$ cat config.mk
export PLATFORM = sky130hd
export DESIGN_NAME = pfs_supervisor
export DESIGN_NICKNAME = d
export VERILOG_FILES = /design/src/inc/pfs_pkg.sv /design/src/rtl/pfs_cycle_counter.sv /design/src/rtl/pfs_supervisor.sv
export SDC_FILE = /design/constraint.sdc
export NUM_CORES = 1
export LEC_CHECK = 0
export BUFFER_PORTS_ARGS = -buffer_cell sky130_fd_sc_hd__clkbuf_2
export CORE_ASPECT_RATIO = 1.5
export CORE_MARGIN = 2
export CORE_UTILIZATION = 60
export DETAILED_ROUTE_END_ITERATION = 10
export PLACE_DENSITY = 0.83
export SLEW_MARGIN = 40
export SYNTH_ARGS = -nofsm -noshare
export SYNTH_HDL_FRONTEND = slang
export SYNTH_SLANG_ARGS = --single-unit
$ cat constraint.sdc
create_clock -name clk_i -period 4.7 [get_ports clk_i]
set_input_delay 0.94 -clock clk_i [delete_from_list [all_inputs] [get_ports clk_i]]
set_output_delay 0.94 -clock clk_i [all_outputs]
set_load 0.05 [all_outputs]
$ cat src/inc/pfs_pkg.sv
/*
  pfs_pkg: constants, state encodings and carrier structs for the
  protection fault supervisor.
  assumes: all comparator flags are digital levels from the analog front end.
*/
package pfs_pkg;

  // consecutive switching cycles needed for the counted faults
  localparam logic [2:0] PFS_OVP_CYCLES  = 3'h4;
  localparam logic [2:0] PFS_OCP2_CYCLES = 3'h2;
  localparam logic [2:0] PFS_CNT_RST     = 3'h0;

  // auto-restart retry: restart attempts are PFS_RETRY_CYCLES_INT + 1 switching cycles apart
  localparam int unsigned PFS_RETRY_CYCLES_INT = 64;
  localparam logic [7:0]  PFS_RETRY_CYCLES     = 8'(PFS_RETRY_CYCLES_INT);
  localparam logic [7:0]  PFS_RETRY_RST        = 8'h00;

  // printed thresholds, kept for reference by the analog side (millivolts, deg C)
  localparam int unsigned PFS_UVLO_NORMAL_MV   = 9400;
  localparam int unsigned PFS_UVLO_LIGHT_MV    = 7200;
  localparam int unsigned PFS_MAINS_RESTART_MV = 450;
  localparam int unsigned PFS_OTP_ON_DEGC      = 160;
  localparam int unsigned PFS_OTP_OFF_DEGC     = 110;

  typedef enum logic [2:0] {
    PFS_ST_RUN   = 3'h1,
    PFS_ST_AUTO  = 3'h2,
    PFS_ST_LATCH = 3'h4
  } pfs_state_t;

  // comparator flags, all active high
  typedef struct packed {
    logic zcd_ovp;          // zero_current_detect_in above ovp threshold
    logic ff_latch;         // line_feedforward_in above latch threshold
    logic ff_off;           // line_feedforward_in above off threshold
    logic amp_at_max;       // error_amp_level at its maximum
    logic ss_above_dis;     // soft-start above softstart_disable_threshold
    logic ss_above_lat;     // soft-start above softstart_latch_threshold
    logic cs_ocp2;          // second-level overcurrent
    logic dis_otp;          // disable_in above external otp threshold
    logic tj_hot;           // junction above 160 C
    logic tj_cool;          // junction below 110 C
    logic mains_low;        // mains_sense_in below brownout threshold
    logic mains_restart;    // mains_sense_in below 0.45 V
    logic ref_ov;           // reference above drift threshold
    logic amp_low;          // error_amp_level below amp_shutdown_threshold
    logic amp_light_load;   // light-load undervoltage setting selected
    logic vcc_below_9v4;    // supply below normal turn-off level
    logic vcc_below_7v2;    // supply below light-load turn-off level
  } pfs_flags_t;

  typedef struct packed {
    logic gate_en;          // gate driver enabled
    logic ref_en;           // reference on
    logic ss_discharge;     // force soft-start to zero
    logic osc_hold_high;    // oscillator output held at 1
    logic freq_modulation_out_hold;        // freq_modulation_out frozen
    logic ff_discharge;     // line_feedforward_in pulled to zero
    logic latched;          // latched fault state
    logic auto_fault;       // auto-restart fault state
  } pfs_ctrl_t;

  localparam pfs_ctrl_t PFS_CTRL_RST = '{
    gate_en: 1'b0, ref_en: 1'b0, ss_discharge: 1'b1, osc_hold_high: 1'b0,
    freq_modulation_out_hold: 1'b0, ff_discharge: 1'b0, latched: 1'b0, auto_fault: 1'b0};

endpackage : pfs_pkg

$ cat src/rtl/pfs_cycle_counter.sv
/*
  pfs_cycle_counter: counts consecutive switching cycles with a condition high.
  assumes: cyc_en_i is a one-clock pulse per switching cycle, cond_i synchronised.
*/
`timescale 1ns/10ps
module pfs_cycle_counter (
  input  wire logic             clk_i,
  input  wire logic             arst_n_i,
  input  wire logic             cyc_en_i,
  input  wire logic             cond_i,
  input  wire logic [2:0]       limit_i,
  output logic                  hit_o
);
  import pfs_pkg::*;

  logic [2:0] cnt_q;
  logic [2:0] cnt_d;

  always_comb begin
    cnt_d = cnt_q;
    if (!cond_i) begin
      cnt_d = PFS_CNT_RST;
    end else if (cyc_en_i && (cnt_q != limit_i)) begin
      cnt_d = cnt_q + 3'h1;
    end
  end

  always_ff @(posedge clk_i or negedge arst_n_i) begin
    if (!arst_n_i) begin
      cnt_q <= PFS_CNT_RST;
    end else begin
      cnt_q <= cnt_d;
    end
  end

  assign hit_o = cond_i && (cnt_q == limit_i);

endmodule : pfs_cycle_counter

$ cat src/rtl/pfs_supervisor.sv
/*
  pfs_supervisor: fault supervisor gating gate driver, reference and soft-start.
  assumes: clk_i is the controller clock; cyc_en_i marks each switching cycle;
  comparator flags arrive asynchronously and are synchronised here.
*/
`timescale 1ns/10ps
module pfs_supervisor (
  input  wire logic                clk_i,
  input  wire logic                arst_n_i,
  input  wire logic                cyc_en_i,
  input  wire pfs_pkg::pfs_flags_t flags_i,
  output pfs_pkg::pfs_ctrl_t       ctrl_o,
  output pfs_pkg::pfs_state_t      state_o
);
  import pfs_pkg::*;

  //////////////////////////////////////////////////////////////////////////////
  // input synchronisers

  pfs_flags_t sync1_q;
  pfs_flags_t sync2_q;
  logic       cyc_q;

  always_ff @(posedge clk_i or negedge arst_n_i) begin
    if (!arst_n_i) begin
      sync1_q <= '0;
      sync2_q <= '0;
    end else begin
      sync1_q <= flags_i;
      sync2_q <= sync1_q;
    end
  end

  assign cyc_q = cyc_en_i;

  //////////////////////////////////////////////////////////////////////////////
  // consecutive-cycle counters

  logic ovp_hit;
  logic ocp2_hit;

  pfs_cycle_counter u_ovp_cnt (
    .clk_i    (clk_i),
    .arst_n_i (arst_n_i),
    .cyc_en_i (cyc_q),
    .cond_i   (sync2_q.zcd_ovp),
    .limit_i  (PFS_OVP_CYCLES),
    .hit_o    (ovp_hit)
  );

  pfs_cycle_counter u_ocp2_cnt (
    .clk_i    (clk_i),
    .arst_n_i (arst_n_i),
    .cyc_en_i (cyc_q),
    .cond_i   (sync2_q.cs_ocp2),
    .limit_i  (PFS_OCP2_CYCLES),
    .hit_o    (ocp2_hit)
  );

  //////////////////////////////////////////////////////////////////////////////
  // fault classification

  logic uvlo;
  logic overload;
  logic ovl_latch;
  logic otp_hot_q;
  logic otp_hot_d;
  logic latch_cause;
  logic auto_cause;
  logic brownout;

  always_comb begin
    uvlo = sync2_q.amp_light_load ? sync2_q.vcc_below_7v2
                                  : sync2_q.vcc_below_9v4;
    overload  = sync2_q.amp_at_max && sync2_q.ss_above_dis;
    // soft-start crossing latch level before undervoltage latches
    ovl_latch = overload && sync2_q.ss_above_lat && !uvlo;
    otp_hot_d = otp_hot_q;
    if (sync2_q.tj_hot) begin
      otp_hot_d = 1'b1;
    end else if (sync2_q.tj_cool) begin
      otp_hot_d = 1'b0;
    end
    brownout = sync2_q.mains_low;
    latch_cause = sync2_q.ff_latch
                | ovl_latch
                | ocp2_hit
                | sync2_q.dis_otp
                | sync2_q.ref_ov
                | sync2_q.amp_low;
    auto_cause  = ovp_hit
                | (overload && uvlo)
                | otp_hot_d
                | brownout
                | sync2_q.ff_off
                | uvlo;
  end

  always_ff @(posedge clk_i or negedge arst_n_i) begin
    if (!arst_n_i) begin
      otp_hot_q <= 1'b0;
    end else begin
      otp_hot_q <= otp_hot_d;
    end
  end

  //////////////////////////////////////////////////////////////////////////////
  // state machine

  pfs_state_t state_q;
  pfs_state_t state_d;
  logic [7:0] retry_q;
  logic [7:0] retry_d;

  always_comb begin
    state_d = state_q;
    retry_d = retry_q;
    case (state_q)
      PFS_ST_RUN: begin
        if (latch_cause) begin
          state_d = PFS_ST_LATCH;
        end else if (auto_cause) begin
          state_d = PFS_ST_AUTO;
          retry_d = PFS_RETRY_RST;
        end
      end
      PFS_ST_AUTO: begin
        if (latch_cause) begin
          state_d = PFS_ST_LATCH;
        end else if (cyc_q) begin
          if (retry_q == PFS_RETRY_CYCLES) begin
            retry_d = PFS_RETRY_RST;
            // retry attempt: leave only if the cause has cleared
            if (!auto_cause) begin
              state_d = PFS_ST_RUN;
            end
          end else begin
            retry_d = retry_q + 8'h01;
          end
        end
      end
      PFS_ST_LATCH: begin
        if (sync2_q.mains_restart) begin
          state_d = PFS_ST_RUN;
        end else begin
          state_d = PFS_ST_LATCH;
        end
      end
      default: begin
        state_d = PFS_ST_LATCH;
      end
    endcase
  end

  always_ff @(posedge clk_i or negedge arst_n_i) begin
    if (!arst_n_i) begin
      state_q <= PFS_ST_RUN;
      retry_q <= PFS_RETRY_RST;
    end else begin
      state_q <= state_d;
      retry_q <= retry_d;
    end
  end

  //////////////////////////////////////////////////////////////////////////////
  // output control

  pfs_ctrl_t ctrl_d;
  pfs_ctrl_t ctrl_q;
  logic      ff_only;

  always_comb begin
    ctrl_d = '0;
    ff_only = sync2_q.ff_off && !ovp_hit && !overload && !otp_hot_d
           && !brownout && !uvlo;
    case (state_d)
      PFS_ST_RUN: begin
        ctrl_d.gate_en = 1'b1;
        ctrl_d.ref_en  = 1'b1;
      end
      PFS_ST_AUTO: begin
        ctrl_d.auto_fault = 1'b1;
        if (ff_only) begin
          ctrl_d.ref_en        = 1'b1;
          ctrl_d.osc_hold_high = 1'b1;
          ctrl_d.freq_modulation_out_hold     = 1'b1;
        end else if ((ovp_hit || overload) && !brownout && !otp_hot_d) begin
          ctrl_d.ref_en = 1'b1;
        end else begin
          ctrl_d.ss_discharge = 1'b1;
        end
      end
      PFS_ST_LATCH: begin
        ctrl_d.latched      = 1'b1;
        ctrl_d.ss_discharge = 1'b1;
        ctrl_d.ff_discharge = 1'b1;
      end
      default: begin
        ctrl_d = PFS_CTRL_RST;
      end
    endcase
    if (uvlo) begin
      ctrl_d.ss_discharge = 1'b1;
      ctrl_d.ref_en       = 1'b0;
    end
  end

  always_ff @(posedge clk_i or negedge arst_n_i) begin
    if (!arst_n_i) begin
      ctrl_q <= PFS_CTRL_RST;
    end else begin
      ctrl_q <= ctrl_d;
    end
  end

  assign ctrl_o  = ctrl_q;
  assign state_o = state_q;

endmodule : pfs_supervisor

# ---- After elaboration in Yosys (flattened, before gate mapping)
# Index checks and enable logic that the tools add are counted.
dict set report totals {
  out_inout_bits 11
  inputBits 20
  regBits 60
}
dict set report classes {
  n_addsub 3
  bitwise 10
  n_eq_ne 17
  muxes 33
  n_reduce_logical 23
}
# operator count
set ops {}
lappend ops {{two-way mux 8 bit} 5}
lappend ops {{two-way mux 3 bit} 11}
lappend ops {{case mux 8 bit (2 select lines)} 1}
lappend ops {{logical AND 1 bit} 15}
lappend ops {{bitwise OR 1 bit} 10}
lappend ops {{== test 3 x 2 -> 1 bit (second input constant)} 3}
lappend ops {{== test 3 bit (second input constant)} 3}
lappend ops {{two-way mux 1 bit} 9}
lappend ops {{case mux 3 bit (3 select lines)} 1}
lappend ops {{adder 8 x 1 -> 8 bit (second input constant)} 1}
lappend ops {{== test 8 x 7 -> 1 bit (second input constant)} 1}
lappend ops {{two-way mux 2 bit} 4}
lappend ops {{!= test 2 bit (second input constant)} 4}
lappend ops {{adder 3 x 1 -> 3 bit (second input constant)} 2}
lappend ops {{== test 3 x 1 -> 1 bit (second input constant)} 2}
lappend ops {{zero test 1 bit} 5}
lappend ops {{AND reduction 5 bit} 1}
lappend ops {{!= test 2 x 1 -> 1 bit (second input constant)} 2}
lappend ops {{case mux 1 bit (2 select lines)} 2}
lappend ops {{!= test 3 x 2 -> 1 bit (second input constant)} 1}
lappend ops {{!= test 3 bit (second input constant)} 1}
lappend ops {{nonzero test 2 bit} 1}
lappend ops {{logical OR 1 bit} 1}

# ---- Depth between registers and ports, before layout
# Gate-level depths: netlist of run 1.
dict set report depth {
  depth_word 15
  depth_mapped 8
}

# ---- By module
# A second synthesis of run 1 with hierarchy kept.
dict set report hier_totals {
  hier_cells 202
  hier_area_um2 2429.8
}
# module area_each_um2 instances cells_per_inst
set by_module_without_submodules {}
lappend by_module_without_submodules {pfs_supervisor 1931.9 1 146}
lappend by_module_without_submodules {pfs_cycle_counter 249.0 2 28}

# ---- Worst setup path before layout of run 1
# Ideal clock, no wire load.
dict set report synth_path {
  kind {flip-flop to flip-flop}
  startpoint {reg state_q[2] (netlist: state_o[2])}
  endpoint {reg retry_q[6]}
  path_stages_with_launch 7
  path_buffers 1
  path_slack_ns 2.502
  setup_time_ns 0.080
  required_time_ns 4.620
  t_arrival_ns 2.118
  path_cell_list {dfrtp_1 or4_4 nor3_4 o211ai_2 buf_6 or4_4 o211ai_2}
}
dict set report synth_via {
  elab_chain_len 3
  elab_cells_between_ends 9
}
# item line_no
set synth_rtl {}
lappend synth_rtl {{from (decl)} pfs_supervisor.sv:110} ;# pfs_state_t state_q;
lappend synth_rtl {{from (signal assigned)} pfs_supervisor.sv:160} ;# state_q <= state_d;
lappend synth_rtl {{== test 3 x 1 -> 1 bit or == test 3 x 2 -> 1 bit (tied branches)} pfs_supervisor.sv:118} ;# case (state_q)
lappend synth_rtl {{!= test 2 bit (no line) or nonzero test 2 bit (tied branches)} n/a}
lappend synth_rtl {{AND reduction 5 bit (no line)} n/a}
lappend synth_rtl {{to (signal assigned)} pfs_supervisor.sv:161} ;# retry_q <= retry_d;
lappend synth_rtl {{to (decl)} pfs_supervisor.sv:112} ;# logic [7:0] retry_q;
# Parallel ways exist; a longest one is shown, timed or not.
# A chain may end at the register's enable or synchronous reset.

# ---- Worst setup path in the final report of run 1
dict set report layout_path {
  startpoint {reg state_q[2] (netlist: state_o[2])}
  endpoint {reg retry_q[7]}
}
# The elaborated chain is that of the path after synthesis.

==> summary.log, run 1 <==
[timing] Final Hold Slack 0.344 ns
[drt] total wirelength of the detailed-routed design 3.72 mm
[final_layout] count of inserted antenna diode cells 0
[timing] Min Clock Period, post-route 2.17 ns
[synthesis] #FFs+latches synth 58
[cts] clk slew on worst S/H paths 0.07 ns
[final_layout] Filler cells 245
[synthesis] fraction of the yosys area taken by sequential cells 0.664
[floorplan] Die X 53.3 um
[placement] final HPWL from detailed placement 2.54 mm
[final_layout] nets@finish 233
[power_and_ir_drop] share of power burned in the clock network 0.438
[synthesis] library cells used by synthesis 42
[cts] cell at the root of the clock tree clkbuf_8
[worst_setup_path] critical path type reg -> reg
[floorplan] starting utilization of the core area 0.635
[timing] setup-violating endpoint count in the final report 0
[drt] ratio of routed vias to standard cells 5.66
[timing] Fin. Hold Viols 0
[timing] RSZ-0062 raised after global routing no
[placement] placer's final routability congestion estimate 0.773
[worst_setup_path] element type at the critical path end flip-flop
[synthesis] mean cell area of the mapped netlist 13.0 um^2
[power_and_ir_drop] peak ir drop on the vdd network 0.417 mV
[worst_setup_path] crit path max-delay cell type or4_4
[synthesis] leading post-synthesis cells by cell area dfrtp_1 (64%), ha_1 (3.4%), dfstp_2 (2.4%)
[status] run status finished, final reports clean
[synthesis] most common cell in the netlist dfrtp_1
[synthesis] cell taking the most area after synthesis dfrtp_1
[worst_hold_path] worst hold-check path type reg -> reg
[drt] number of iterations in the first detailed-routing pass 4
[power_and_ir_drop] part of the total power dissipated in sequential elements 0.483
[synthesis] top_reg_cell synth dfrtp_1
[drt] first-iteration detailed-routing DRC count 66
[worst_setup_path] cell-by-cell trace of the critical path or4_4 > nor3_4 > o211ai_2 > or2_1 > o41ai_2
[cts] hold buffer count at cts 0
[timing] remaining max-slew budget at the tightest pin 0.545
[worst_setup_path] setup slack, reg-to-reg 2.53 ns
[cts] TritonCTS clock tree yes
[timing] Worst Tran Pin Value 0.683 ns
[power_and_ir_drop] static leakage power 1.20 nW
[placement] Buffers on Ports 30
[floorplan] site row count 26
[timing] Total Negative Setup Slacks 0 ns
[final_layout] ratio of cells with drive above 1 in the final layout 0.275
[power_and_ir_drop] Internal 0.000866 W
[timing] maximum clock rate 0.461 GHz
[final_layout] synthesis-to-finish area growth 18.1%
[power_and_ir_drop] Switching Share 0.230
[cts] Bufs on Longest Clock Path 2
[global_route] global-route wire length before repair 6.32 mm
[flow_run] total of max-cap violations 0
[global_route] largest net degree at the start of global routing 59
[drt] Routed WL per cell 14.7 um
[power_and_ir_drop] Cell Pwr Density 434 nW/um^2
[worst_setup_path] data required time of the critical path 4.92 ns
[cts] cts bufs inserted 9
[floorplan] area inside the core boundary 3450 um^2
[timing] share of the cycle needed by the critical path after routing 0.462
[drt] remaining design rule violation count 0
[cts] PostCTS Resize Cnt 0
[worst_setup_path] sum of buffers and inverters on the critical path 0
[global_route] vias in the first global route 1537
[drt] number of routed nets with antenna violations 0
[synthesis] number of nets produced by synthesis 195
[power_and_ir_drop] share of total power in combinational logic 0.079
[floorplan] count of boundary I/O pins 31
[floorplan] vertical die dimension 78.0 um
[timing] clock skew 0.00661 ns
[cts] Max H-tree Level 3
[synthesis] area fraction of the dominant cell type after synthesis 0.640
[global_route] final global-route overflow total 0
[synthesis] count of mapped cells out of synthesis 169
[cts] Num Clock Sinks 58
[floorplan] Die Area 4160 um^2
[synthesis] area of the mapped netlist 2190 um^2
[worst_setup_path] Max Fanout on Critical Path 11
[synthesis] share of synthesized flip-flops with an asynchronous set or reset 1.00
[worst_setup_path] gate family responsible for the most delay along the worst path simple AND/OR/NAND/NOR gates
[worst_setup_path] slowest cell delay on critical path 0.57 ns
[synthesis] warning count from the yosys run 0
[drt] Vias 1433
[global_route] overall fraction of global-route tracks in use 0.212
[worst_setup_path] Startpoint Class flip-flop
[global_route] number of antenna violations at the first check in global routing 0
[cts] clock latency reported for the late side of the worst-skew pair 0.33 ns
[worst_setup_path] Worst Path Arrival 2.39 ns
[synthesis] top cells by instance count after synthesis dfrtp_1 (56), nand2_1 (11), nor2_1 (11)
[cts] setup fix buffers added after clock tree synthesis 0
[timing] final count of pins violating max slew 0
[power_and_ir_drop] Psw 0.000258 W
[synthesis] Post-synth EDFFs 0
## layout by cell type, fill, tap and decap left out, types with 3 or more instances in the layout
| cell type | instances |
|---|---|
| clkbuf_8 | 10 |
| o31ai_1 | 5 |
| inv_1 | 7 |
| and2_1 | 4 |
| o21ai_1 | 3 |
| dfrtp_1 | 56 |
| ha_1 | 6 |
| o21a_1 | 3 |
| nand2b_1 | 4 |
| nor2_1 | 11 |
| clkbuf_2 | 30 |
| nor2b_1 | 5 |
| o21ai_0 | 7 |
| nand2_1 | 11 |
| nand4_1 | 3 |
| and3_1 | 3 |
| a21oi_1 | 5 |
| nand3_1 | 4 |
## power groups by stage
stage | clock network, W | logic [W] | registers (W)
floorplan | 0 | 0.0000413 | 0.000565
global placement | 0 | 0.0000857 | 0.000549
detailed placement | 0 | 0.0000893 | 0.000552
CTS | 0.000500 | 0.0000904 | 0.000543
global route | 0.000526 | 0.0000977 | 0.000546
finish | 0.000492 | 0.0000892 | 0.000542
## flip-flops by register name (all words and copies together) (netlist names)
register and cells:
retry_q 8, u_ocp2_cnt.cnt_q 3, brownout 1, state_o 3
ctrl_o 6, u_ovp_cnt.cnt_q 3, otp_hot_q 1, sync2_q 16
sync1_q 17
## layout make-up
cell class | instances | area [um^2] | share of cell area
clock buffer | 10 | 138 | 0.0532
clock inverter | 5 | 78.8 | 0.0305
inverter | 7 | 26.3 | 0.0102
multi-input combinational | 100 | 679 | 0.263
sequential | 58 | 1450 | 0.562
tap | 42 | 52.6 | 0.0203
timing repair buffer | 31 | 158 | 0.0610
## kinds of logic after synthesis
| family | share of synthesized area |
|---|---|
| simple gates | 0.148 |
| fa+ha+maj | 0.0343 |
| mux | 0.00457 |
| flops | 0.664 |
| compound gates | 0.115 |
| xor+xnor | 0.00800 |
| buf+inv | 0.0257 |
## final timing paths
path                                       from                endpoint  cells after the start
min reg2reg                sync1_q[6]$_DFF_PN0_      brownout$_DFF_PN0_                      0
max reg2reg                state_o[2]$_DFF_PN0_  retry_q[7]$_DFFE_PN0P_                      5
max                        state_o[2]$_DFF_PN0_  retry_q[7]$_DFFE_PN0P_                      5
max in group asynchronous              arst_n_i    sync2_q[1]$_DFF_PN0_                      2
min in group asynchronous              arst_n_i  retry_q[2]$_DFFE_PN0P_                      2
min                        sync1_q[6]$_DFF_PN0_      brownout$_DFF_PN0_                      0
## per-stage QoR
| step | std cells | power [W] | setup slack [ns] | util | area, um^2 |
|---|---|---|---|---|---|
| floorplan | 169 | 0.000606 | 2.50 | - | 2190 |
| finish | 253 | 0.00112 | 2.53 | 0.750 | 2590 |
| detailed placement | 238 | 0.000641 | 2.47 | 0.687 | 2370 |
| global route | 253 | 0.00117 | 2.42 | 0.750 | 2590 |
| global placement | 238 | 0.000634 | 2.55 | 0.687 | 2370 |
| CTS | 253 | 0.00113 | 2.53 | 0.750 | 2590 |
## layer usage
layer / vias to the layer above / track usage / part of all wire
li1: 665 / - / -
met1: 708 / 0.234 / 0.39
met2: 50 / 0.356 / 0.54
met3: 10 / 0.0442 / 0.046
met4: 0 / 0.133 / 0.025
met5: - / 0 / 0
No activity file was read; power rests on OpenSTA's default activity.
==> run 2: changes to the inputs <==
--- a/config.mk
+++ b/config.mk
@@ -8,9 +8,9 @@
 export BUFFER_PORTS_ARGS = -buffer_cell sky130_fd_sc_hd__clkbuf_2
 export CORE_ASPECT_RATIO = 1.5
 export CORE_MARGIN = 2
-export CORE_UTILIZATION = 60
+export CORE_UTILIZATION = 50
 export DETAILED_ROUTE_END_ITERATION = 10
-export PLACE_DENSITY = 0.83
+export PLACE_DENSITY = 0.74
 export SLEW_MARGIN = 40
 export SYNTH_ARGS = -nofsm -noshare
 export SYNTH_HDL_FRONTEND = slang
==> constraint.sdc (replaced) <==
create_clock -name clk_i -period 1.7 [get_ports clk_i]
set_input_delay 0.34 -clock clk_i [delete_from_list [all_inputs] [get_ports clk_i]]
set_output_delay 0.34 -clock clk_i [all_outputs]
set_load 0.05 [all_outputs]
==> summary.log, run 2 (same netlist as run 1, synthesis figures left out) <==
[timing] Total Negative Setup Slacks -0.421 ns [-0.421 ns]
[drt] remaining design rule violation count 0 [unchanged]
[placement] Buffers on Ports 30 [unchanged]
[power_and_ir_drop] share of power burned in the clock network 0.434 [-0.004]
[power_and_ir_drop] Psw 0.000808 W [+210%]
[final_layout] leading cell type in the layout, fill and taps excluded dfrtp_1
[placement] final HPWL from detailed placement 2.86 mm [+12%]
[cts] TritonCTS clock tree yes
[power_and_ir_drop] Switching Share 0.249 [+0.0193]
[final_layout] leading cell types in the layout, fill and taps excluded dfrtp_1 (54), clkbuf_2 (30), buf_4 (24), nor2_1 (11), nand2_1 (10)
[global_route] vias in the first global route 1596 [+3.8%]
[final_layout] nets@finish 258 [+11%]
[global_route] final global-route overflow total 0 [unchanged]
[worst_hold_path] worst hold-check path type in -> reg
[final_layout] count of inserted antenna diode cells 0 [unchanged]
[final_layout] Register Area 1460 um^2 [+0.17%]
[cts] cts bufs inserted 9 [unchanged]
[drt] number of iterations in the first detailed-routing pass 5 [+1]
[drt] Vias 1529 [+6.7%]
[final_layout] total area of multi-input combinational cells 779 um^2 [+15%]
[final_layout] register with the highest flop count sync1_q
[floorplan] Die Area 4940 um^2 [+19%]
[power_and_ir_drop] share of total power in combinational logic 0.106 [+0.027]
[global_route] global-route wire length before repair 7.04 mm [+11%]
[drt] ratio of routed vias to standard cells 5.40 [-4.6%]
[final_layout] synthesis-to-finish area growth 32.3%
[worst_setup_path] Startpoint Class flip-flop
[worst_setup_path] r2r worst-path depth 5 [unchanged]
[cts] Bufs on Longest Clock Path 2 [unchanged]
[status] run status finished, violations left
[cts] clock latency reported for the late side of the worst-skew pair 0.34 ns [about the same]
[cts] clk slew on worst S/H paths 0.07 ns [about the same]
[worst_setup_path] crit path launch sync2_q[4]$_DFF_PN0_
[power_and_ir_drop] peak ir drop on the vdd network 1.01 mV [+140%]
[timing] final count of pins violating max slew 0 [unchanged]
[worst_setup_path] element type at the critical path end flip-flop
[floorplan] area inside the core boundary 4210 um^2 [+22%]
[timing] RSZ-0062 raised after global routing yes
[worst_setup_path] critical path type reg -> reg
[worst_setup_path] worst reg2reg path endpoint retry_q[7]$_DFFE_PN0P_
[timing] remaining max-slew budget at the tightest pin 0.716 [+0.171]
[timing] setup-violating endpoint count in the final report 8 [+8]
[status] violations in the final reports negative setup slack
[final_layout] largest registers sync1_q: 17 flops, sync2_q: 16 flops, retry_q: 8 flops
[worst_setup_path] worst reg2reg startpoint sync2_q[4]$_DFF_PN0_
[worst_setup_path] setup slack, reg-to-reg -0.09 ns [-2.62 ns]
[drt] number of routed nets with antenna violations 0 [unchanged]
[floorplan] count of boundary I/O pins 31 [unchanged]
[cts] Max H-tree Level 3 [unchanged]
[final_layout] number of flip-flops in the largest register 17 [unchanged]
[placement] placer's final routability congestion estimate 0.780 [+0.87%]
[power_and_ir_drop] static leakage power 1.33 nW [+11%]
[timing] maximum clock rate 0.559 GHz [+21%]
[drt] total wirelength of the detailed-routed design 4.19 mm [+13%]
[final_layout] core utilization of the finished layout 0.688 [-0.0618]
[timing] Worst Tran Pin Value 0.422 ns [-0.261 ns]
[flow_run] total of max-cap violations 0 [unchanged]
[cts] Num Clock Sinks 58 [unchanged]
[timing] share of the cycle needed by the critical path after routing 1.05 [+0.592]
[floorplan] site row count 29 [+12%]
[final_layout] ratio of cells with drive above 1 in the final layout 0.418 [+0.143]
[timing] least setup slack across all paths after layout -0.0902 ns [-2.62 ns]
[final_layout] Filler cells 306 [+25%]
[worst_setup_path] Worst Path Arrival 2.03 ns [-0.36 ns]
[worst_setup_path] data required time of the critical path 1.94 ns [-2.98 ns]
[timing] Fin. Hold Viols 0 [unchanged]
[timing] Min Clock Period, post-route 1.79 ns [-0.379 ns]
[power_and_ir_drop] Cell Pwr Density 1120 nW/um^2 [+160%]
[global_route] number of antenna violations at the first check in global routing 0 [unchanged]
[worst_setup_path] Max Fanout on Critical Path 6 [-5]
[floorplan] Die X 58.0 um [+8.8%]
[placement] post-placement cell area 2550 um^2 [+7.6%]
[power_and_ir_drop] Internal 0.00244 W [+180%]
[cts] cell at the root of the clock tree clkbuf_8
[power_and_ir_drop] part of the total power dissipated in sequential elements 0.460 [-0.023]
[floorplan] starting utilization of the core area 0.520 [-0.115]
[global_route] largest net degree at the start of global routing 33 [-44%]
[placement] Place WS -0.173 ns [-2.64 ns]
[worst_setup_path] Setup crit end retry_q[7]$_DFFE_PN0P_
[drt] first-iteration detailed-routing DRC count 73 [+11%]
[drt] Routed WL per cell 14.8 um [+0.67%]
[final_layout] area of all placed cells without fillers 2900 um^2 [+12%]
[power_and_ir_drop] total power 0.00324 W [+190%]
[global_route] overall fraction of global-route tracks in use 0.196 [-0.0163]
[timing] clock skew 0.00573 ns [-0.000880 ns]
[floorplan] vertical die dimension 85.1 um [+9.1%]
## run 2: area by class of cell
class                   instances  area share
flip-flops and latches         58       0.503
multi-input cells             100       0.269
repair buffers                 56       0.121
inverters                       7     0.00907
clock buffers                   9      0.0428
well taps                      46      0.0199
clock inverters                 7      0.0350
## run 2: how the worst min path moves through the flow
stage                                     from                   end  slack (ns)  depth (start not counted)
after floorplan                       arst_n_i    brownout$_DFF_PN0_        0.04                          0
after global placement    sync1_q[7]$_DFF_PN0_  sync2_q[7]$_DFF_PN0_        0.33                          0
after detailed placement  sync1_q[6]$_DFF_PN0_    brownout$_DFF_PN0_        0.34                          0
after CTS                           flags_i[8]  sync1_q[8]$_DFF_PN0_        0.08                          1
after global routing                flags_i[6]  sync1_q[6]$_DFF_PN0_        0.09                          1
final                               flags_i[0]  sync1_q[0]$_DFF_PN0_        0.10                          1
## run 2: critical path: stages, from the launching register on
cell and delay, ns:
dfrtp_1 0.36, or4_4 0.54, nor3_4 0.16, o211ai_2 0.13, or2_4 0.31, o41ai_2 0.19
## run 2: timing repair
action,CTS,global route
hold buffers,1,0
pin swaps,4,5
setup buffers,1,1
gates resized for setup,9,13
hold endpoints to repair,24,0
setup endpoints to repair,15,15
## run 2: power groups by stage
stage / clock network, W / logic (W) / registers [W]
final: 0.00141 / 0.000343 / 0.00149
after global routing: 0.00151 / 0.000378 / 0.00150
after CTS: 0.00146 / 0.000332 / 0.00149
after detailed placement: 0 / 0.000317 / 0.00152
after global placement: 0 / 0.000306 / 0.00151
after floorplan: 0 / 0.000115 / 0.00156
## run 2: through the flow
step / cells / hold WS, ns
after detailed placement: 264 / 0.336
after global routing: 283 / 0.0856
after floorplan: 169 / 0.0444
final: 283 / 0.102
after global placement: 264 / 0.332
after CTS: 282 / 0.0770
## run 2: routing by layer
layer,up-vias,GRT usage,share of wire
met4,0,0.127,0.045
met2,44,0.321,0.54
li1,716,-,-
met3,17,0.0625,0.045
met1,752,0.213,0.37
met5,-,0,0
